<file path="config.mk">
export PLATFORM = sky130hd
export DESIGN_NAME = debug_trace_and_force_reset
export DESIGN_NICKNAME = d
export VERILOG_FILES = /design/src/core/dbg_trace_pkg.sv /design/src/core/debug_trace_and_force_reset.sv
export SDC_FILE = /design/constraint.sdc
export NUM_CORES = 1
export LEC_CHECK = 0
export ABC_AREA = 1
export ABC_CLOCK_PERIOD_IN_PS = 3600
export BUFFER_PORTS_ARGS = -buffer_cell sky130_fd_sc_hd__buf_2
export CORE_UTILIZATION = 54
export CTS_CLUSTER_DIAMETER = 80
export DETAILED_ROUTE_END_ITERATION = 10
export GPL_ROUTABILITY_DRIVEN = 0
export PLACE_DENSITY_LB_ADDON = 0.1
export SLEW_MARGIN = 20
export SYNTH_ARGS = -nofsm -noshare
export SYNTH_HDL_FRONTEND = slang
export SYNTH_SLANG_ARGS = --single-unit
</file>
<file path="constraint.sdc">
create_clock -name clock_i -period 3.6 [get_ports clock_i]
set_input_delay 0.18 -clock clock_i [delete_from_list [all_inputs] [get_ports clock_i]]
set_output_delay 0.18 -clock clock_i [all_outputs]
set_load 0.01 [all_outputs]
</file>
<file path="src/core/dbg_trace_pkg.sv">
// Purpose: Shared constants and carriers for the debug trace block
// Assumes: Byte-wide register port, single bus clock
// Notes:   Register indices select one byte register each
package dbg_trace_pkg;

  // Register indices on the CPU byte port (force-reset is host space)
  localparam logic [3:0] IDX_FORCE_RST = 4'h0;
  localparam logic [3:0] IDX_CMP_A_HI  = 4'h1;
  localparam logic [3:0] IDX_CMP_A_LO  = 4'h2;
  localparam logic [3:0] IDX_CMP_B_HI  = 4'h3;
  localparam logic [3:0] IDX_CMP_B_LO  = 4'h4;
  localparam logic [3:0] IDX_FIFO_HI   = 4'h5;
  localparam logic [3:0] IDX_FIFO_LO   = 4'h6;
  localparam logic [3:0] IDX_CTRL      = 4'h7;
  localparam logic [3:0] IDX_TRIG      = 4'h8;
  localparam logic [3:0] IDX_STATUS    = 4'h9;

  // Field positions in debug_ctrl
  localparam int BIT_ENABLE   = 7;
  localparam int BIT_ARM      = 6;
  localparam int BIT_TAG      = 5;
  localparam int BIT_BRK_EN   = 4;
  localparam int BIT_A_TYPE   = 3;
  localparam int BIT_A_QUAL   = 2;
  localparam int BIT_B_TYPE   = 1;
  localparam int BIT_B_QUAL   = 0;
  // Field positions in the force-reset and status bytes
  localparam int BIT_FORCE_RST = 0;
  localparam int BIT_ARMED_ST  = 5;

  // Reset values
  localparam logic [7:0]  RST_BYTE   = 8'h00;
  localparam logic [15:0] RST_WORD   = 16'h0000;
  localparam logic [3:0]  RST_COUNT  = 4'h0;

  // Trace FIFO geometry
  localparam int          FIFO_DEPTH = 8;
  localparam int          FIFO_WIDTH = 16;
  localparam logic [3:0]  FIFO_FULL  = 4'h8;

  // Monitored CPU bus cycle
  typedef struct packed {
    logic        valid;   // Bus cycle present this clock
    logic        read;    // 1 read, 0 write
    logic        fetch;   // Opcode fetch cycle
    logic        cof;     // Change-of-flow address worth tracing
    logic [15:0] addr;
    logic [7:0]  data;
  } mon_s;

  // CPU register access
  typedef struct packed {
    logic       rd;
    logic       wr;
    logic [3:0] idx;
    logic [7:0] wdata;
  } reg_req_s;

endpackage : dbg_trace_pkg

</file>
<file path="src/core/debug_trace_and_force_reset.sv">
// Purpose: Debug comparators, trace FIFO, control and force-reset regs
// Assumes: CPU and host requests are one-cycle strobes on clock_i
// Notes:   Trigger mode and begin/end choice arrive as plain inputs

// Functional notes
// - CPU writes to force_reset_ctrl are ignored; only host writes act
// - force_reset_ctrl always reads 0x00
// - Host writing one to bit 0 requests a full system reset
// - Comparator bytes reset to 0x00, always readable, write-locked when armed
// - Three split 16-bit registers plus three 8-bit control/status bytes
// - Nine debug bytes sit in the ordinary register map
// - FIFO high byte is read-only, reads zero in event-only modes
// - Reading FIFO high byte never advances the FIFO
// - Reading FIFO low byte advances the FIFO; writes do nothing
// - Event-only entries hold a data byte in the low half only
// - While armed, low-byte reads do not advance the FIFO
// - Unarmed low-byte read loads last fetched opcode address at FIFO end
// - Ninth profiling read returns address captured by the first read
// - Bit 7 enables the module; cannot be set while secured
// - Bit 6 arms capture, sets armed flag, clears at run end
// - Bit 5 picks force or tag break type, only with breaks enabled
// - Bit 4 lets triggers raise a break; captures continue without it
// - End trace breaks on trigger, begin trace breaks on FIFO full
// - Bit 2 qualifies comparator A by access; bit 3 picks read or write
// - Bit 0 qualifies comparator B by access; bit 1 picks read or write
// - Run ends on full in begin trace, trigger in end trace, or software
module debug_trace_and_force_reset (
  // Clock and reset
  input  wire logic                    clock_i,
  input  wire logic                    rst_i,
  // CPU register port
  input  wire dbg_trace_pkg::reg_req_s cpu_req_i,
  output logic [7:0]                   rdata_o,
  // Serial debug host memory-write port
  input  wire logic                    host_wr_i,
  input  wire logic [3:0]              host_idx_i,
  input  wire logic [7:0]              host_wdata_i,
  // Chip state and trigger setup
  input  wire logic                    secure_i,
  input  wire logic                    event_only_i,
  input  wire logic                    begin_trace_i,
  // Monitored CPU bus
  input  wire dbg_trace_pkg::mon_s     mon_i,
  // Results
  output logic                         sys_reset_o,
  output logic                         break_req_o,
  output logic                         break_tag_o,
  output logic                         armed_o
);

  logic [7:0]  cmp_a_hi_ff;
  logic [7:0]  cmp_a_lo_ff;
  logic [7:0]  cmp_b_hi_ff;
  logic [7:0]  cmp_b_lo_ff;
  logic [7:0]  ctrl_ff;
  logic [3:0]  count_ff;
  logic        started_ff;
  logic [15:0] op_addr_ff;
  logic [15:0] fifo_ff [dbg_trace_pkg::FIFO_DEPTH];
  logic [7:0]  rdata_ff;
  logic        sys_reset_ff;
  logic        break_req_ff;
  logic        break_tag_ff;

  logic        enable;
  logic        armed;
  logic        cpu_wr_ctrl;
  logic        rd_lo;
  logic        match_a;
  logic        match_b;
  logic        trigger;
  logic        begin_mode;
  logic        store;
  logic [15:0] store_word;
  logic        run_full;
  logic        run_done;
  logic        brk_fire;
  logic [7:0]  nxt_rdata;

  assign enable      = ctrl_ff[dbg_trace_pkg::BIT_ENABLE];
  assign armed       = ctrl_ff[dbg_trace_pkg::BIT_ARM];
  assign cpu_wr_ctrl = cpu_req_i.wr &&
                       cpu_req_i.idx == dbg_trace_pkg::IDX_CTRL;
  assign rd_lo       = cpu_req_i.rd &&
                       cpu_req_i.idx == dbg_trace_pkg::IDX_FIFO_LO;

  // Comparators with optional read/write qualification
  assign match_a = mon_i.valid &&
                   mon_i.addr == {cmp_a_hi_ff, cmp_a_lo_ff} &&
                   (!ctrl_ff[dbg_trace_pkg::BIT_A_QUAL] ||
                    mon_i.read == ctrl_ff[dbg_trace_pkg::BIT_A_TYPE]);
  assign match_b = mon_i.valid &&
                   mon_i.addr == {cmp_b_hi_ff, cmp_b_lo_ff} &&
                   (!ctrl_ff[dbg_trace_pkg::BIT_B_QUAL] ||
                    mon_i.read == ctrl_ff[dbg_trace_pkg::BIT_B_TYPE]);
  assign trigger = enable && armed && (match_a || match_b);

  // Event-only runs are always begin traces
  assign begin_mode = begin_trace_i || event_only_i;

  // Capture: event-only stores a data byte on B, otherwise traced flow
  always_comb begin
    if (event_only_i) begin
      store      = enable && armed && match_b;
      store_word = {dbg_trace_pkg::RST_BYTE, mon_i.data};
    end else begin
      store      = enable && armed && mon_i.valid && mon_i.cof &&
                   (!begin_mode || started_ff || trigger);
      store_word = mon_i.addr;
    end
  end

  // Run completion and break request
  assign run_full = store && count_ff == dbg_trace_pkg::FIFO_FULL - 4'h1;
  assign run_done = begin_mode ? run_full : trigger;
  assign brk_fire = ctrl_ff[dbg_trace_pkg::BIT_BRK_EN] && run_done;

  // Comparator registers, locked while armed
  always_ff @(posedge clock_i) begin
    if (rst_i) begin
      cmp_a_hi_ff <= dbg_trace_pkg::RST_BYTE;
      cmp_a_lo_ff <= dbg_trace_pkg::RST_BYTE;
      cmp_b_hi_ff <= dbg_trace_pkg::RST_BYTE;
      cmp_b_lo_ff <= dbg_trace_pkg::RST_BYTE;
    end else if (cpu_req_i.wr && !armed) begin
      unique case (cpu_req_i.idx)
        dbg_trace_pkg::IDX_CMP_A_HI: cmp_a_hi_ff <= cpu_req_i.wdata;
        dbg_trace_pkg::IDX_CMP_A_LO: cmp_a_lo_ff <= cpu_req_i.wdata;
        dbg_trace_pkg::IDX_CMP_B_HI: cmp_b_hi_ff <= cpu_req_i.wdata;
        dbg_trace_pkg::IDX_CMP_B_LO: cmp_b_lo_ff <= cpu_req_i.wdata;
        default: ;
      endcase
    end
  end

  // Control byte; a software arm in the same cycle as run end wins
  always_ff @(posedge clock_i) begin
    if (rst_i) begin
      ctrl_ff <= dbg_trace_pkg::RST_BYTE;
    end else if (cpu_wr_ctrl) begin
      ctrl_ff <= cpu_req_i.wdata;
      // Enable only rises when not secured, and stays low if cleared
      ctrl_ff[dbg_trace_pkg::BIT_ENABLE] <=
        cpu_req_i.wdata[dbg_trace_pkg::BIT_ENABLE] &&
        (enable || !secure_i);
      // Arm needs the enable written alongside; zero to either stops
      ctrl_ff[dbg_trace_pkg::BIT_ARM] <=
        cpu_req_i.wdata[dbg_trace_pkg::BIT_ARM] &&
        cpu_req_i.wdata[dbg_trace_pkg::BIT_ENABLE] &&
        (enable || !secure_i);
    end else if (run_done) begin
      ctrl_ff[dbg_trace_pkg::BIT_ARM] <= 1'b0;
    end
  end

  // Run bookkeeping: count and begin-trace start, cleared on arming
  always_ff @(posedge clock_i) begin
    if (rst_i) begin
      count_ff   <= dbg_trace_pkg::RST_COUNT;
      started_ff <= 1'b0;
    end else if (cpu_wr_ctrl && cpu_req_i.wdata[dbg_trace_pkg::BIT_ARM]) begin
      count_ff   <= dbg_trace_pkg::RST_COUNT;
      started_ff <= 1'b0;
    end else begin
      if (store && count_ff != dbg_trace_pkg::FIFO_FULL) begin
        count_ff <= count_ff + 4'h1;
      end
      if (trigger) begin
        started_ff <= 1'b1;
      end
    end
  end

  // Most recently fetched opcode address, for profiling
  always_ff @(posedge clock_i) begin
    if (rst_i) begin
      op_addr_ff <= dbg_trace_pkg::RST_WORD;
    end else if (mon_i.valid && mon_i.fetch) begin
      op_addr_ff <= mon_i.addr;
    end
  end

  // Trace FIFO as a shift line: entry 0 is read out, entry 7 is loaded.
  // Capture and unarmed reads share the shift, so profiling wraps after
  // eight reads and the ninth returns what the first one loaded.
  always_ff @(posedge clock_i) begin
    if (rst_i) begin
      for (int i = 0; i < dbg_trace_pkg::FIFO_DEPTH; i++) begin
        fifo_ff[i] <= dbg_trace_pkg::RST_WORD;
      end
    end else if (store || (rd_lo && !armed)) begin
      for (int i = 0; i < dbg_trace_pkg::FIFO_DEPTH - 1; i++) begin
        fifo_ff[i] <= fifo_ff[i + 1];
      end
      fifo_ff[dbg_trace_pkg::FIFO_DEPTH - 1] <=
        store ? store_word : op_addr_ff;
    end
  end

  // Read multiplexer; reserved and write-only bytes read as zero
  always_comb begin
    nxt_rdata = dbg_trace_pkg::RST_BYTE;
    unique case (cpu_req_i.idx)
      dbg_trace_pkg::IDX_CMP_A_HI: nxt_rdata = cmp_a_hi_ff;
      dbg_trace_pkg::IDX_CMP_A_LO: nxt_rdata = cmp_a_lo_ff;
      dbg_trace_pkg::IDX_CMP_B_HI: nxt_rdata = cmp_b_hi_ff;
      dbg_trace_pkg::IDX_CMP_B_LO: nxt_rdata = cmp_b_lo_ff;
      dbg_trace_pkg::IDX_FIFO_HI:
        nxt_rdata = event_only_i ? dbg_trace_pkg::RST_BYTE
                                 : fifo_ff[0][15:8];
      dbg_trace_pkg::IDX_FIFO_LO:  nxt_rdata = fifo_ff[0][7:0];
      dbg_trace_pkg::IDX_CTRL:     nxt_rdata = ctrl_ff;
      dbg_trace_pkg::IDX_STATUS: begin
        nxt_rdata[3:0] = count_ff;
        nxt_rdata[dbg_trace_pkg::BIT_ARMED_ST] = armed;
      end
      default: nxt_rdata = dbg_trace_pkg::RST_BYTE;
    endcase
  end

  // Read data is registered one cycle after the read strobe
  always_ff @(posedge clock_i) begin
    if (rst_i) begin
      rdata_ff <= dbg_trace_pkg::RST_BYTE;
    end else if (cpu_req_i.rd) begin
      rdata_ff <= nxt_rdata;
    end
  end

  // Force reset: only the host port reaches this byte
  always_ff @(posedge clock_i) begin
    if (rst_i) begin
      sys_reset_ff <= 1'b0;
    end else begin
      sys_reset_ff <= host_wr_i &&
                      host_idx_i == dbg_trace_pkg::IDX_FORCE_RST &&
                      host_wdata_i[dbg_trace_pkg::BIT_FORCE_RST];
    end
  end

  // Break request pulse and its type, type masked when breaks are off
  always_ff @(posedge clock_i) begin
    if (rst_i) begin
      break_req_ff <= 1'b0;
      break_tag_ff <= 1'b0;
    end else begin
      break_req_ff <= brk_fire;
      break_tag_ff <= ctrl_ff[dbg_trace_pkg::BIT_BRK_EN] &&
                      ctrl_ff[dbg_trace_pkg::BIT_TAG];
    end
  end

  assign rdata_o     = rdata_ff;
  assign sys_reset_o = sys_reset_ff;
  assign break_req_o = break_req_ff;
  assign break_tag_o = break_tag_ff;
  assign armed_o     = ctrl_ff[dbg_trace_pkg::BIT_ARM];
endmodule : debug_trace_and_force_reset

</file>
# After elaboration in Yosys (flattened, before gate mapping)
# Memory sizes are Yosys's and may differ from the RTL's.
# Index checks and enable logic that the tools add are counted.
dict set report word_totals {
  register_bits 72
  mem_bits_rw 128
  elab_cells 106
  mem_count 1
}
dict set report op_classes {
  addsub 1
  n_eq_ne 14
  muxes 24
  bitwise_logic 8
  reduce_logical 45
}
# name depth width read_ports rd_clocked_by_memory_dff write_ports line
set mem_list {}
lappend mem_list {fifo_ff 8 16 8 0 8 debug_trace_and_force_reset.sv:59} ;# logic [15:0] fifo_ff [dbg_trace_pkg::FIFO_DEPTH];
# op n
set ops {}
lappend ops {{$mux 16} 10}
lappend ops {{$eq 16x16->1} 2}
lappend ops {{$pmux 4 s8} 1}
lappend ops {{$logic_and 1x1->1} 25}
lappend ops {{$eq 4x3->1 const B} 5}
lappend ops {{$pmux 2 s7} 1}
lappend ops {{$mux 1} 9}
lappend ops {{$eq 4x2->1 const B} 2}
lappend ops {{$logic_or 1x1->1} 8}
lappend ops {{$mux 8} 1}
lappend ops {{$or 1x1->1} 8}
lappend ops {{$pmux 1 s8} 1}
lappend ops {{$reduce_and 2->1} 4}
lappend ops {{$pmux 1 s7} 1}
lappend ops {{$logic_not 1->1} 5}
lappend ops {{$add 4x1->4 const B} 1}
lappend ops {{$eq 4x1->1 const B} 1}
lappend ops {{$eq 4x4->1 const B} 1}
lappend ops {{$logic_not 4->1} 1}
lappend ops {{$ne 4x4->1 const B} 1}
lappend ops {{$eq 1x1->1} 2}
lappend ops {{$reduce_bool 2->1} 1}
lappend ops {{$reduce_or 2->1} 1}

# Logic depth before layout (Yosys ltp)
# Gate-level depths: netlist (run 1).
dict set report logic_depth {
  depth_word 13
  mapped_depth 16
}

# Least setup slack after synthesis (run 1)
# Ideal clock, no wire load.
dict set report synth_timing {
  path_kind {reg2reg}
  startpoint {reg ctrl_ff[6]}
  endpoint {mem fifo_ff[0][0], enable pin}
  setup_ns 0.433
  t_arrival_ns 3.040
  t_required_ns 3.167
  path_slack_ns 0.126
  path_stages_with_launch 12
  path_buffers 0
  period_less_slack_ns 3.474
  path_cell_list {dfxtp_1 nand3_2 a21oi_1 nand2_1 nor2_2 nand3_2 nand3_4 nand2_4 nand2_4 inv_4 o21ai_2 or2_2}
}
# item line
set synth_lines {}
lappend synth_lines {{start, declared} debug_trace_and_force_reset.sv:55} ;# logic [7:0] ctrl_ff;
lappend synth_lines {{start signal, assigned} debug_trace_and_force_reset.sv:139} ;# ctrl_ff <= dbg_trace_pkg::RST_BYTE;
lappend synth_lines {{start signal, assigned} debug_trace_and_force_reset.sv:141} ;# ctrl_ff <= cpu_req_i.wdata;
lappend synth_lines {{start signal, assigned by index} debug_trace_and_force_reset.sv:143} ;# ctrl_ff[dbg_trace_pkg::BIT_ENABLE] <=
lappend synth_lines {{end, declared} debug_trace_and_force_reset.sv:59}

==> Implementation_results.wiki, run 1 <==
{| class="wikitable"
! Metric !! Value
|-
| Status || complete, no violations
|-
| Number of synthesis warnings || 0
|-
| Main combinational cell family by area after synthesis || simple AND/OR/NAND/NOR gates
|-
| Ordered cell list for the critical path || inv_1 -> a21oi_1 -> o21ai_0 -> nand2_1 -> nor2_1 -> nand3_1 -> nand3_4 -> nand2_4 -> nand2_4 -> inv_4 -> o21ai_2 -> nand2_8 -> buf_4 -> nor2_1
|-
| Largest vdd supply drop || 0.355 mV
|-
| Number of inserted diodes || 0
|-
| Worst max-slew margin expressed relative to the limit || 49.2%
|-
| Die Wd || 131 um
|-
| Clk Latency, worst-skew pair || about 0.43 ns
|-
| Post-synth top area share || 42.7%
|-
| Combined area of all synthesized cells || approximately 9000 um2
|-
| Number of cells produced by synthesis || approximately 970
|-
| # nets final || 1092
|-
| Cell variety after synth || 35
|-
| Register bit count reported by yosys || 200
|-
| Critical-path top delay cell || sky130_fd_sc_hd__buf_4
|-
| Avg Vias per Cell || 5.12
|-
| Worst flop-to-flop path startpoint || ctrl_ff[2]
|-
| Largest cells by area after synthesis || sky130_fd_sc_hd__edfxtp_1 (43%), sky130_fd_sc_hd__dfxtp_1 (16%), sky130_fd_sc_hd__inv_1 (7.7%)
|-
| Reg-to-reg slack, setup || around 0.63 ns
|-
| Number of placement rows || 46
|-
| Final count of hold timing violations || 0
|-
| Yosys top cell by area || sky130_fd_sc_hd__edfxtp_1
|-
| Number of antenna violations at the first check in global routing || 0
|-
| Reported max-cap violation count || 0
|-
| Starting Density || between 50 and 60%
|-
| Startpoint of the most critical setup path || ctrl_ff[2]
|-
| Register cell area after layout || approximately 5300 um2
|-
| Req. time, crit path || around 3.8 ns
|-
| Max-slew violation count || 0
|-
| Worst Path Class, Setup || reg2reg
|-
| DIE HEIGHT || 131 um
|-
| Critical Path AT || 3.14 ns
|-
| Std-Cell Core Area || between 15000 and 20000 um2
|-
| Average footprint of a synthesized cell || 9.31 um2
|-
| Nets in the synthesized netlist || 1028
|-
| Clock transition at the register clock pins on the worst setup and hold paths after CTS || roughly 0.07 ns
|-
| Async S/R FF share, synth || 0%
|-
| Post-Place Cells || 1224
|-
| Die Area || 17200 um2
|-
| DRC Markers || 0
|-
| Commonest cells after routing, fill and taps aside || sky130_fd_sc_hd__inv_1 (185), sky130_fd_sc_hd__nand2_1 (135), sky130_fd_sc_hd__edfxtp_1 (128)
|-
| Hold crit path type || in2reg
|-
| CTS root buf || sky130_fd_sc_hd__clkbuf_16
|-
| Detailed Route WL || approximately 19 mm
|-
| Vias after detailed routing || 6449
|-
| Number of gates given a new drive strength after cts || 0
|-
| Final sum of negative setup slack || 0 ns
|-
| Most used DFF post-synth || sky130_fd_sc_hd__edfxtp_1
|-
| Simple-Gate Fraction of Synth Area || 18.9%
|-
| I/O pin cnt || 72
|-
| Synth Area in XOR/XNOR || 0.779%
|-
| Length in cells of the worst reg-to-reg path || 14
|-
| First DRT Iteration DRCs || around 540
|-
| Layout area overhead || 12.9%
|-
| Multiplexer share of the synthesized area || 0%
|-
| Count of cell instances traversed by the critical path || 14
|-
| Count of flip-flops with a built-in enable after synthesis || 128
|-
| Slew at the pin closest to its max-slew limit || ~0.76 ns
|-
| CTS max path bufs || 2
|-
| Power density of the placed cells || ~470 nW/um2
|-
| Maximum fanout along the worst path || 57
|-
| Share of cells above drive strength 1 || 15.1%
|-
| Number of iterations in the first detailed-routing pass || 5
|-
| Vias in the first global route || 5764
|-
| Setup clock skew after layout || 0.00933 ns
|-
| Clock buffer count from CTS || 17
|-
| CP endpoint kind || register
|-
| Crit path buf inv count || 3
|-
| Antenna Violating Nets Remaining || 0
|-
| Wire length per cell after detailed routing || 15.2 um
|-
| End of the worst register-to-register path || fifo_ff[0][52]
|-
| Most common cell after layout, fill and taps aside || sky130_fd_sc_hd__inv_1
|-
| Static leakage || approximately 4.1 nW
|-
| Sequential cell area fraction in the yosys report || 58.7%
|-
| Min cycle time layout || 2.97 ns
|-
| CP endpoint || fifo_ff[0][52]
|-
| Non-filler instance count after layout || 1259
|-
| All-Layer GR Usage || about a quarter
|-
| Worst hold slack || 0.0511 ns
|-
| Clock tree from TritonCTS || built
|-
| Final total power || 4.73 mW
|-
| Compound-cell area share of the yosys netlist || between 10% and 20%
|-
| First-pass GRT wire length || 30.0 mm
|-
| Launching element type of the critical path || register
|-
| Final setup slack of the worst path || 0.628 ns
|-
| Pin count of the biggest net entering global routing || 58
|-
| Biggest cell delay along the critical path || 0.41 ns
|-
| Largest delay share family, worst path || simple AND/OR/NAND/NOR gates
|-
| Final HPWL from detailed placement || approximately 13 mm
|-
| Setup repair after global routing missed its margin || false
|-
| Tcrit/Tclk final || 82.5%
|-
| Number of endpoints failing setup at the final stage || 0
|-
| Total of fill cells in the finished design || 1306
|-
| Post-synthesis share of cell area spent on full adders, half adders and majority gates || less than 1%
|-
| Total congestion overflow || 0
|-
| TritonCTS Sinks || 200
|-
| IO Port Bufs || 64
|-
| Max Freq || 336 MHz
|-
| Total number of H-tree levels || 4
|-
| Area taken by multi-input logic gates || 2820 um2
|-
| Post-placement setup slack || 0.689 ns
|}
-- kinds of logic (layout without fill, tap and decap cells) --
kind of cell	Yosys count	after routing
AOI/OAI and AO/OA	190	190
and+or+nand+nor	345	345
buffers and inverters	221	298
DFF	200	200
adders and majority gates	2	2
xor gates and xnor gates	8	8
-- worst min-delay path, stage by stage --
cell and delay, ns:
sky130_fd_sc_hd__buf_2 0.13, sky130_fd_sc_hd__inv_1 0.07, sky130_fd_sc_hd__a21oi_1 0.06
-- stage by stage --
stage | utilization [%] | cell area (um2)
2_1_floorplan | - | 9000
3_3_place_gp | 59.4 | 9550
3_5_place_dp | 59.4 | 9550
4_1_cts | 63.2 | 10200
5_1_grt | 63.2 | 10200
6_report | 63.2 | 10200
-- flip-flops by register name, summed over array words and instances (netlist names) --
| signal | flops |
|---|---|
| cmp_b_lo_ff | 8 |
| started_ff | 1 |
| op_addr_ff | 16 |
| cmp_b_hi_ff | 8 |
| break_req_o | 1 |
| sys_reset_o | 1 |
| ctrl_ff | 8 |
| count_ff | 4 |
| break_tag_o | 1 |
| fifo_ff | 128 |
| rdata_o | 8 |
| cmp_a_hi_ff | 8 |
| cmp_a_lo_ff | 8 |
-- where the power goes --
| part | internal [mW] | switching (mW) | leakage, nW |
|---|---|---|---|
| sequential | 2.53 | 0.0301 | 1.91 |
| combinational | 0.0910 | 0.210 | 1.94 |
| clock | 1.03 | 0.848 | 0.280 |
-- routing by layer --
| metal | global-route usage, % | share of wire [%] | vias to the layer above |
|---|---|---|---|
| met4 | 8.65 | 1.7 | 0 |
| met2 | 36.9 | 45 | 252 |
| met3 | 5.68 | 8.3 | 26 |
| li1 | - | - | 3230 |
| met1 | 33.7 | 45 | 2941 |
| met5 | 0 | 0 | - |
-- final cells by class --
class	instances	share of cell area [%]
timing repair buffer	80	4.90
clock buffer	18	4.23
clock inverter	14	1.47
tap	216	2.66
multi-input combinational	545	27.8
inverter	186	6.90
sequential	200	52.1
-- synthesized netlist by cell type, types with 6 or more instances --
cell type and n:
sky130_fd_sc_hd__o22ai_1 6, sky130_fd_sc_hd__a21oi_1 82, sky130_fd_sc_hd__nand3_1 30, sky130_fd_sc_hd__edfxtp_1 128, sky130_fd_sc_hd__clkbuf_1 28, sky130_fd_sc_hd__xor2_1 8, sky130_fd_sc_hd__o21ai_0 87, sky130_fd_sc_hd__nor2_4 40
sky130_fd_sc_hd__dfxtp_1 72, sky130_fd_sc_hd__nand2_1 135, sky130_fd_sc_hd__nor2_1 123, sky130_fd_sc_hd__inv_1 185
-- what timing repair did --
item | CTS | global route
hold buffers | 3 | 0
buffers inserted | 0 | 0
endpoints found under the hold margin | 1 | 0
-- how the worst min path moves through the flow --
| stage | slack, ns | start | cells after the start | endpoint |
|---|---|---|---|---|
| finish | 0.05 | mon_i[22] | 3 | op_addr_ff[14] |
| global route | 0.07 | mon_i[22] | 3 | op_addr_ff[14] |
| CTS | 0.04 | mon_i[22] | 3 | op_addr_ff[14] |
| detailed placement | 0.43 | host_idx_i[0] | 4 | sys_reset_o |
| global placement | 0.43 | host_idx_i[0] | 4 | sys_reset_o |
| floorplan | 0.31 | cpu_req_i[1] | 2 | ctrl_ff[1] |
Power figures use the tool's default switching activity.
==> run 2: changes to the inputs <==
--- a/config.mk
+++ b/config.mk
@@ -5,8 +5,8 @@
 export SDC_FILE = /design/constraint.sdc
 export NUM_CORES = 1
 export LEC_CHECK = 0
-export ABC_AREA = 1
-export ABC_CLOCK_PERIOD_IN_PS = 3600
+export ABC_AREA = 0
+export ABC_CLOCK_PERIOD_IN_PS = 2400
 export BUFFER_PORTS_ARGS = -buffer_cell sky130_fd_sc_hd__buf_2
 export CORE_UTILIZATION = 54
 export CTS_CLUSTER_DIAMETER = 80
==> constraint.sdc (replaced) <==
create_clock -name clock_i -period 2.4 [get_ports clock_i]
set_input_delay 0.12 -clock clock_i [delete_from_list [all_inputs] [get_ports clock_i]]
set_output_delay 0.12 -clock clock_i [all_outputs]
set_load 0.01 [all_outputs]
==> Implementation_results.wiki, run 2 <==
{| class="wikitable"
! Metric !! Value
|-
| Post-placement setup slack || 0.0515 ns (was 0.689 ns)
|-
| Wire length per cell after detailed routing || 18.9 um (was 15.2 um)
|-
| Post-synthesis share of cell area spent on full adders, half adders and majority gates || 0.287% (was 0.278%)
|-
| TritonCTS Sinks || 200 (unchanged)
|-
| Ordered cell list for the critical path || dlygate4sd3_1 -> buf_2 -> xor2_1 -> nor4_2 -> nand3_1 -> o22a_1 -> a21o_4 -> nand3b_1 -> buf_12 -> buf_12 (was inv_1 -> a21oi_1 -> o21ai_0 -> nand2_1 -> nor2_1 -> nand3_1 -> nand3_4 -> nand2_4 -> nand2_4 -> inv_4 -> o21ai_2 -> nand2_8 -> buf_4 -> nor2_1)
|-
| All-Layer GR Usage || 25.3% (was 24.2%)
|-
| Combinational group share of total power || 6.7% (was 6.4%)
|-
| Launching element type of the critical path || primary input (was register)
|-
| Layout area overhead || 20.1% (was 12.9%)
|-
| # nets final || 926 (was 1092)
|-
| Worst hold path startpoint || mon_i[13] (was mon_i[22])
|-
| CTS max path bufs || 2 (unchanged)
|-
| Number of placement rows || 46 (unchanged)
|-
| Synth Area in XOR/XNOR || 3.52% (was 0.779%)
|-
| Biggest cell delay along the critical path || 0.53 ns (was 0.41 ns)
|-
| Average footprint of a synthesized cell || 11.4 um2 (was 9.31 um2)
|-
| Number of flip-flops in the largest register || 128 (unchanged)
|-
| Worst flop-to-flop path startpoint || cmp_b_lo_ff[4] (was ctrl_ff[2])
|-
| Final setup slack of the worst path || 0.0108 ns (was 0.628 ns)
|-
| Setup repair after global routing missed its margin || true (was false)
|-
| Critical-path top delay cell || sky130_fd_sc_hd__dlygate4sd3_1 (was sky130_fd_sc_hd__buf_4)
|-
| Net switching power figure || 1.63 mW (was 1.09 mW)
|-
| Clock buffer count from CTS || 17 (unchanged)
|-
| Sequential cell area fraction in the yosys report || 60.7% (was 58.7%)
|-
| Count of cell instances traversed by the critical path || 10 (was 14)
|-
| Slew at the pin closest to its max-slew limit || 0.750 ns (was 0.761 ns)
|-
| Compound-cell area share of the yosys netlist || 8.14% (was 11.2%)
|-
| First DRT Iteration DRCs || 664 (was 544)
|-
| Final count of hold timing violations || 0 (unchanged)
|-
| DRC Markers || 0 (unchanged)
|-
| Maximum fanout along the worst path || 20 (was 57)
|-
| Std-Cell Core Area || 15800 um2 (was 16100 um2)
|-
| Most used DFF post-synth || sky130_fd_sc_hd__edfxtp_1 (unchanged)
|-
| Reg-to-reg slack, setup || 0.03 ns (was 0.63 ns)
|-
| Critical Path AT || 2.52 ns (was 3.14 ns)
|-
| Combined area of all synthesized cells || 8710 um2 (was 9000 um2)
|-
| First-pass GRT wire length || 30.8 mm (was 30.0 mm)
|-
| Largest vdd supply drop || 0.525 mV (was 0.355 mV)
|-
| Commonest cells after routing, fill and taps aside || sky130_fd_sc_hd__edfxtp_1 (128), sky130_fd_sc_hd__and2_1 (98), sky130_fd_sc_hd__nand2_1 (68) (was sky130_fd_sc_hd__inv_1 (185), sky130_fd_sc_hd__nand2_1 (135), sky130_fd_sc_hd__edfxtp_1 (128))
|-
| Post-synth top area share || 44.1% (was 42.7%)
|-
| Register name with the most flops || fifo_ff (unchanged)
|-
| CTS root buf || sky130_fd_sc_hd__clkbuf_16 (unchanged)
|-
| Fraction of power spent switching nets || 22.7% (was 23.0%)
|-
| Largest delay share family, worst path || buffers and inverters (was simple AND/OR/NAND/NOR gates)
|-
| Power density of the placed cells || 686 nW/um2 (was 466 nW/um2)
|-
| Min cycle time layout || 2.39 ns
|-
| Hold path cells || 3 (unchanged)
|-
| Leading post-synthesis cells by instance count || sky130_fd_sc_hd__edfxtp_1 (128), sky130_fd_sc_hd__and2_1 (98), sky130_fd_sc_hd__dfxtp_1 (72), sky130_fd_sc_hd__nand2_1 (68), sky130_fd_sc_hd__nor2_1 (58) (was sky130_fd_sc_hd__inv_1 (185), sky130_fd_sc_hd__nand2_1 (135), sky130_fd_sc_hd__edfxtp_1 (128), sky130_fd_sc_hd__nor2_1 (123), sky130_fd_sc_hd__o21ai_0 (87))
|-
| Number of iterations in the first detailed-routing pass || 5 (unchanged)
|-
| Pin count of the biggest net entering global routing || 76 (was 58)
|-
| Sequential cell fraction of total power || 53.2% (was 54.0%)
|-
| Most used standard cell by instance count after synthesis || sky130_fd_sc_hd__edfxtp_1 (was sky130_fd_sc_hd__inv_1)
|-
| Number of antenna violations at the first check in global routing || 1 (was 0)
|-
| Antenna Violating Nets Remaining || 0 (unchanged)
|-
| Clk Latency, worst-skew pair || 0.43 ns (about the same)
|-
| Setup clock skew after layout || 0.0113 ns (was 0.00933 ns)
|-
| Main combinational cell family by area after synthesis || simple AND/OR/NAND/NOR gates (unchanged)
|-
| Vias after detailed routing || 6216 (was 6449)
|-
| Final HPWL from detailed placement || 14.3 mm (was 13.5 mm)
|-
| Vias in the first global route || 5819 (was 5764)
|-
| Nets in the synthesized netlist || 824 (was 1028)
|-
| Count of flip-flops with a built-in enable after synthesis || 128 (unchanged)
|-
| Reported max-cap violation count || 0 (unchanged)
|-
| Number of cells produced by synthesis || 762 (was 966)
|-
| Yosys top cell by area || sky130_fd_sc_hd__edfxtp_1 (unchanged)
|-
| Fin util || 66.1% (was 63.2%)
|-
| Max Freq || roughly 420 MHz
|-
| IO Port Bufs || 64 (unchanged)
|-
| Number of endpoints failing setup at the final stage || 0 (unchanged)
|-
| Status || complete, no violations (unchanged)
|-
| Die Area || 16600 um2 (was 17200 um2)
|-
| Biggest registers after layout || fifo_ff (128), op_addr_ff (16) (unchanged)
|-
| Async S/R FF share, synth || 0% (unchanged)
|-
| Clk network pwr share || 40.1% (was 39.7%)
|-
| Hold crit path type || in2reg (unchanged)
|-
| Simple-Gate Fraction of Synth Area || 20.4% (was 18.9%)
|-
| Total number of H-tree levels || 4 (unchanged)
|-
| Cell variety after synth || 54 (was 35)
|-
| Clock tree from TritonCTS || built (unchanged)
|-
| Power Internal || 5.54 mW (was 3.65 mW)
|-
| Most common cell on crit path || sky130_fd_sc_hd__buf_12
|-
| Die Wd || 129 um (was 131 um)
|-
| End of the worst register-to-register path || fifo_ff[0][114] (was fifo_ff[0][52])
|-
| Final sum of negative setup slack || 0 ns (unchanged)
|-
| Non-filler instance count after layout || 1094 (was 1259)
|-
| End point of the worst hold path || op_addr_ff[5] (was op_addr_ff[14])
|-
| Worst hold slack || 0.0175 ns (was 0.0511 ns)
|-
| Detailed Route WL || 20.7 mm (was 19.2 mm)
|-
| Clock transition at the register clock pins on the worst setup and hold paths after CTS || 0.07 ns (about the same)
|-
| Post-Place Cells || 1029 (was 1224)
|-
| Static leakage || 4.11 nW (was 4.13 nW)
|-
| DIE HEIGHT || 129 um (was 131 um)
|-
| Most common cell after layout, fill and taps aside || sky130_fd_sc_hd__edfxtp_1 (was sky130_fd_sc_hd__inv_1)
|-
| Crit path buf inv count || 4 (was 3)
|-
| Number of synthesis warnings || 0 (unchanged)
|-
| Starting Density || 55.0% (was 56.0%)
|-
| Worst max-slew margin expressed relative to the limit || 49.6% (was 49.2%)
|-
| Final total power || 7.17 mW (was 4.73 mW)
|-
| Largest cells by area after synthesis || sky130_fd_sc_hd__edfxtp_1 (44%), sky130_fd_sc_hd__dfxtp_1 (17%), sky130_fd_sc_hd__and2_1 (7.0%) (was sky130_fd_sc_hd__edfxtp_1 (43%), sky130_fd_sc_hd__dfxtp_1 (16%), sky130_fd_sc_hd__inv_1 (7.7%))
|-
| Max-slew violation count || 0 (unchanged)
|-
| Multiplexer share of the synthesized area || 4.54% (was 0%)
|-
| CP endpoint kind || register (unchanged)
|-
| Total of fill cells in the finished design || 1216 (was 1306)
|-
| Avg Vias per Cell || 5.68 (was 5.12)
|-
| Tcrit/Tclk final || 99.5%
|-
| Req. time, crit path || 2.54 ns (was 3.77 ns)
|-
| Worst Path Class, Setup || in2reg (was reg2reg)
|-
| Length in cells of the worst reg-to-reg path || 8 (was 14)
|-
| Register bit count reported by yosys || 200 (unchanged)
|-
| I/O pin cnt || 72 (unchanged)
|-
| Post-Place Cell Area || 9450 um2 (was 9550 um2)
|-
| Share of cells above drive strength 1 || 19.4% (was 15.1%)
|-
| Total congestion overflow || 0 (unchanged)
|-
| Post-layout instance area || 10500 um2 (was 10200 um2)
|}
## run 2: cell types whose count changed after synthesis, sizes merged, moves of 11 or more
| cell | previous run | this run |
|---|---|---|
| nor2 | 165 | 58 |
| mux2i | 0 | 35 |
| inv | 186 | 5 |
| nor4 | 0 | 11 |
| nand2 | 138 | 68 |
| a22oi | 0 | 11 |
| xor2 | 8 | 31 |
| o21ai | 88 | 7 |
| nor2b | 0 | 24 |
| a21oi | 82 | 56 |
| nand3b | 0 | 17 |
| and2 | 0 | 98 |
## run 2: cells by family (layout without fill, tap and decap cells)
logic type	Yosys count	after routing
AOI/OAI and AO/OA	109	109
xor gates and xnor gates	35	35
adders and majority gates	2	2
buffers and inverters	46	161
DFF	200	200
muxes	39	39
other	0	1
and+or+nand+nor	331	331
## run 2: area by class of cell
cell class | instances | area [um2] | area share [%]
Timing Repair Buffer | 124 | 1030 | 9.82
Tap cell | 216 | 270 | 2.58
Multi-Input combinational cell | 516 | 3230 | 30.9
Antenna cell | 1 | 2.50 | 0.0239
Inverter | 5 | 18.8 | 0.179
Clock inverter | 13 | 163 | 1.56
Clock buffer | 19 | 433 | 4.14
Sequential cell | 200 | 5310 | 50.8
## run 2: worst max path at each step
stage,startpoint,to,slack [ns]
floorplan,cmp_a_hi_ff[4],fifo_ff[0][0],-2.99
global placement,ctrl_ff[1],fifo_ff[0][94],0.05
detailed placement,ctrl_ff[1],fifo_ff[0][95],0.05
CTS,ctrl_ff[1],fifo_ff[0][53],0.03
global route,mon_i[11],fifo_ff[0][114],-0.11
finish,mon_i[11],fifo_ff[0][114],0.01
## run 2: power groups by stage
stage	clock network (mW)	logic, mW	registers, mW
6_report	2.87	0.482	3.81
3_3_place_gp	0	0.411	3.89
3_5_place_dp	0	0.422	3.89
5_1_grt	3.05	0.517	3.82
4_1_cts	2.92	0.446	3.82
2_1_floorplan	0	0.229	3.89
## run 2: routing by layer
metal / share of wire, % / track usage (%)
met1: 42 / 33.1
met2: 47 / 40.5
met3: 8.2 / 7.06
met4: 2.5 / 9.55
met5: 0 / 0
## run 2: worst register-to-register path: stages, from the launching register on
cell                       delay, ns
sky130_fd_sc_hd__dfxtp_2        0.35
sky130_fd_sc_hd__xor2_1         0.18
sky130_fd_sc_hd__nor4_1         0.28
sky130_fd_sc_hd__nand3_1        0.18
sky130_fd_sc_hd__o31a_1         0.32
sky130_fd_sc_hd__a21o_4         0.22
sky130_fd_sc_hd__nand3b_1       0.16
sky130_fd_sc_hd__buf_12         0.20
sky130_fd_sc_hd__buf_12         0.18
## run 2: what timing repair did
item | in CTS | in global routing
hold buffers | 19 | 0
resized for setup | 0 | 6
endpoints found under the setup margin | 0 | 200
setup buffers | 0 | 8
hold endpoints to repair | 22 | 0
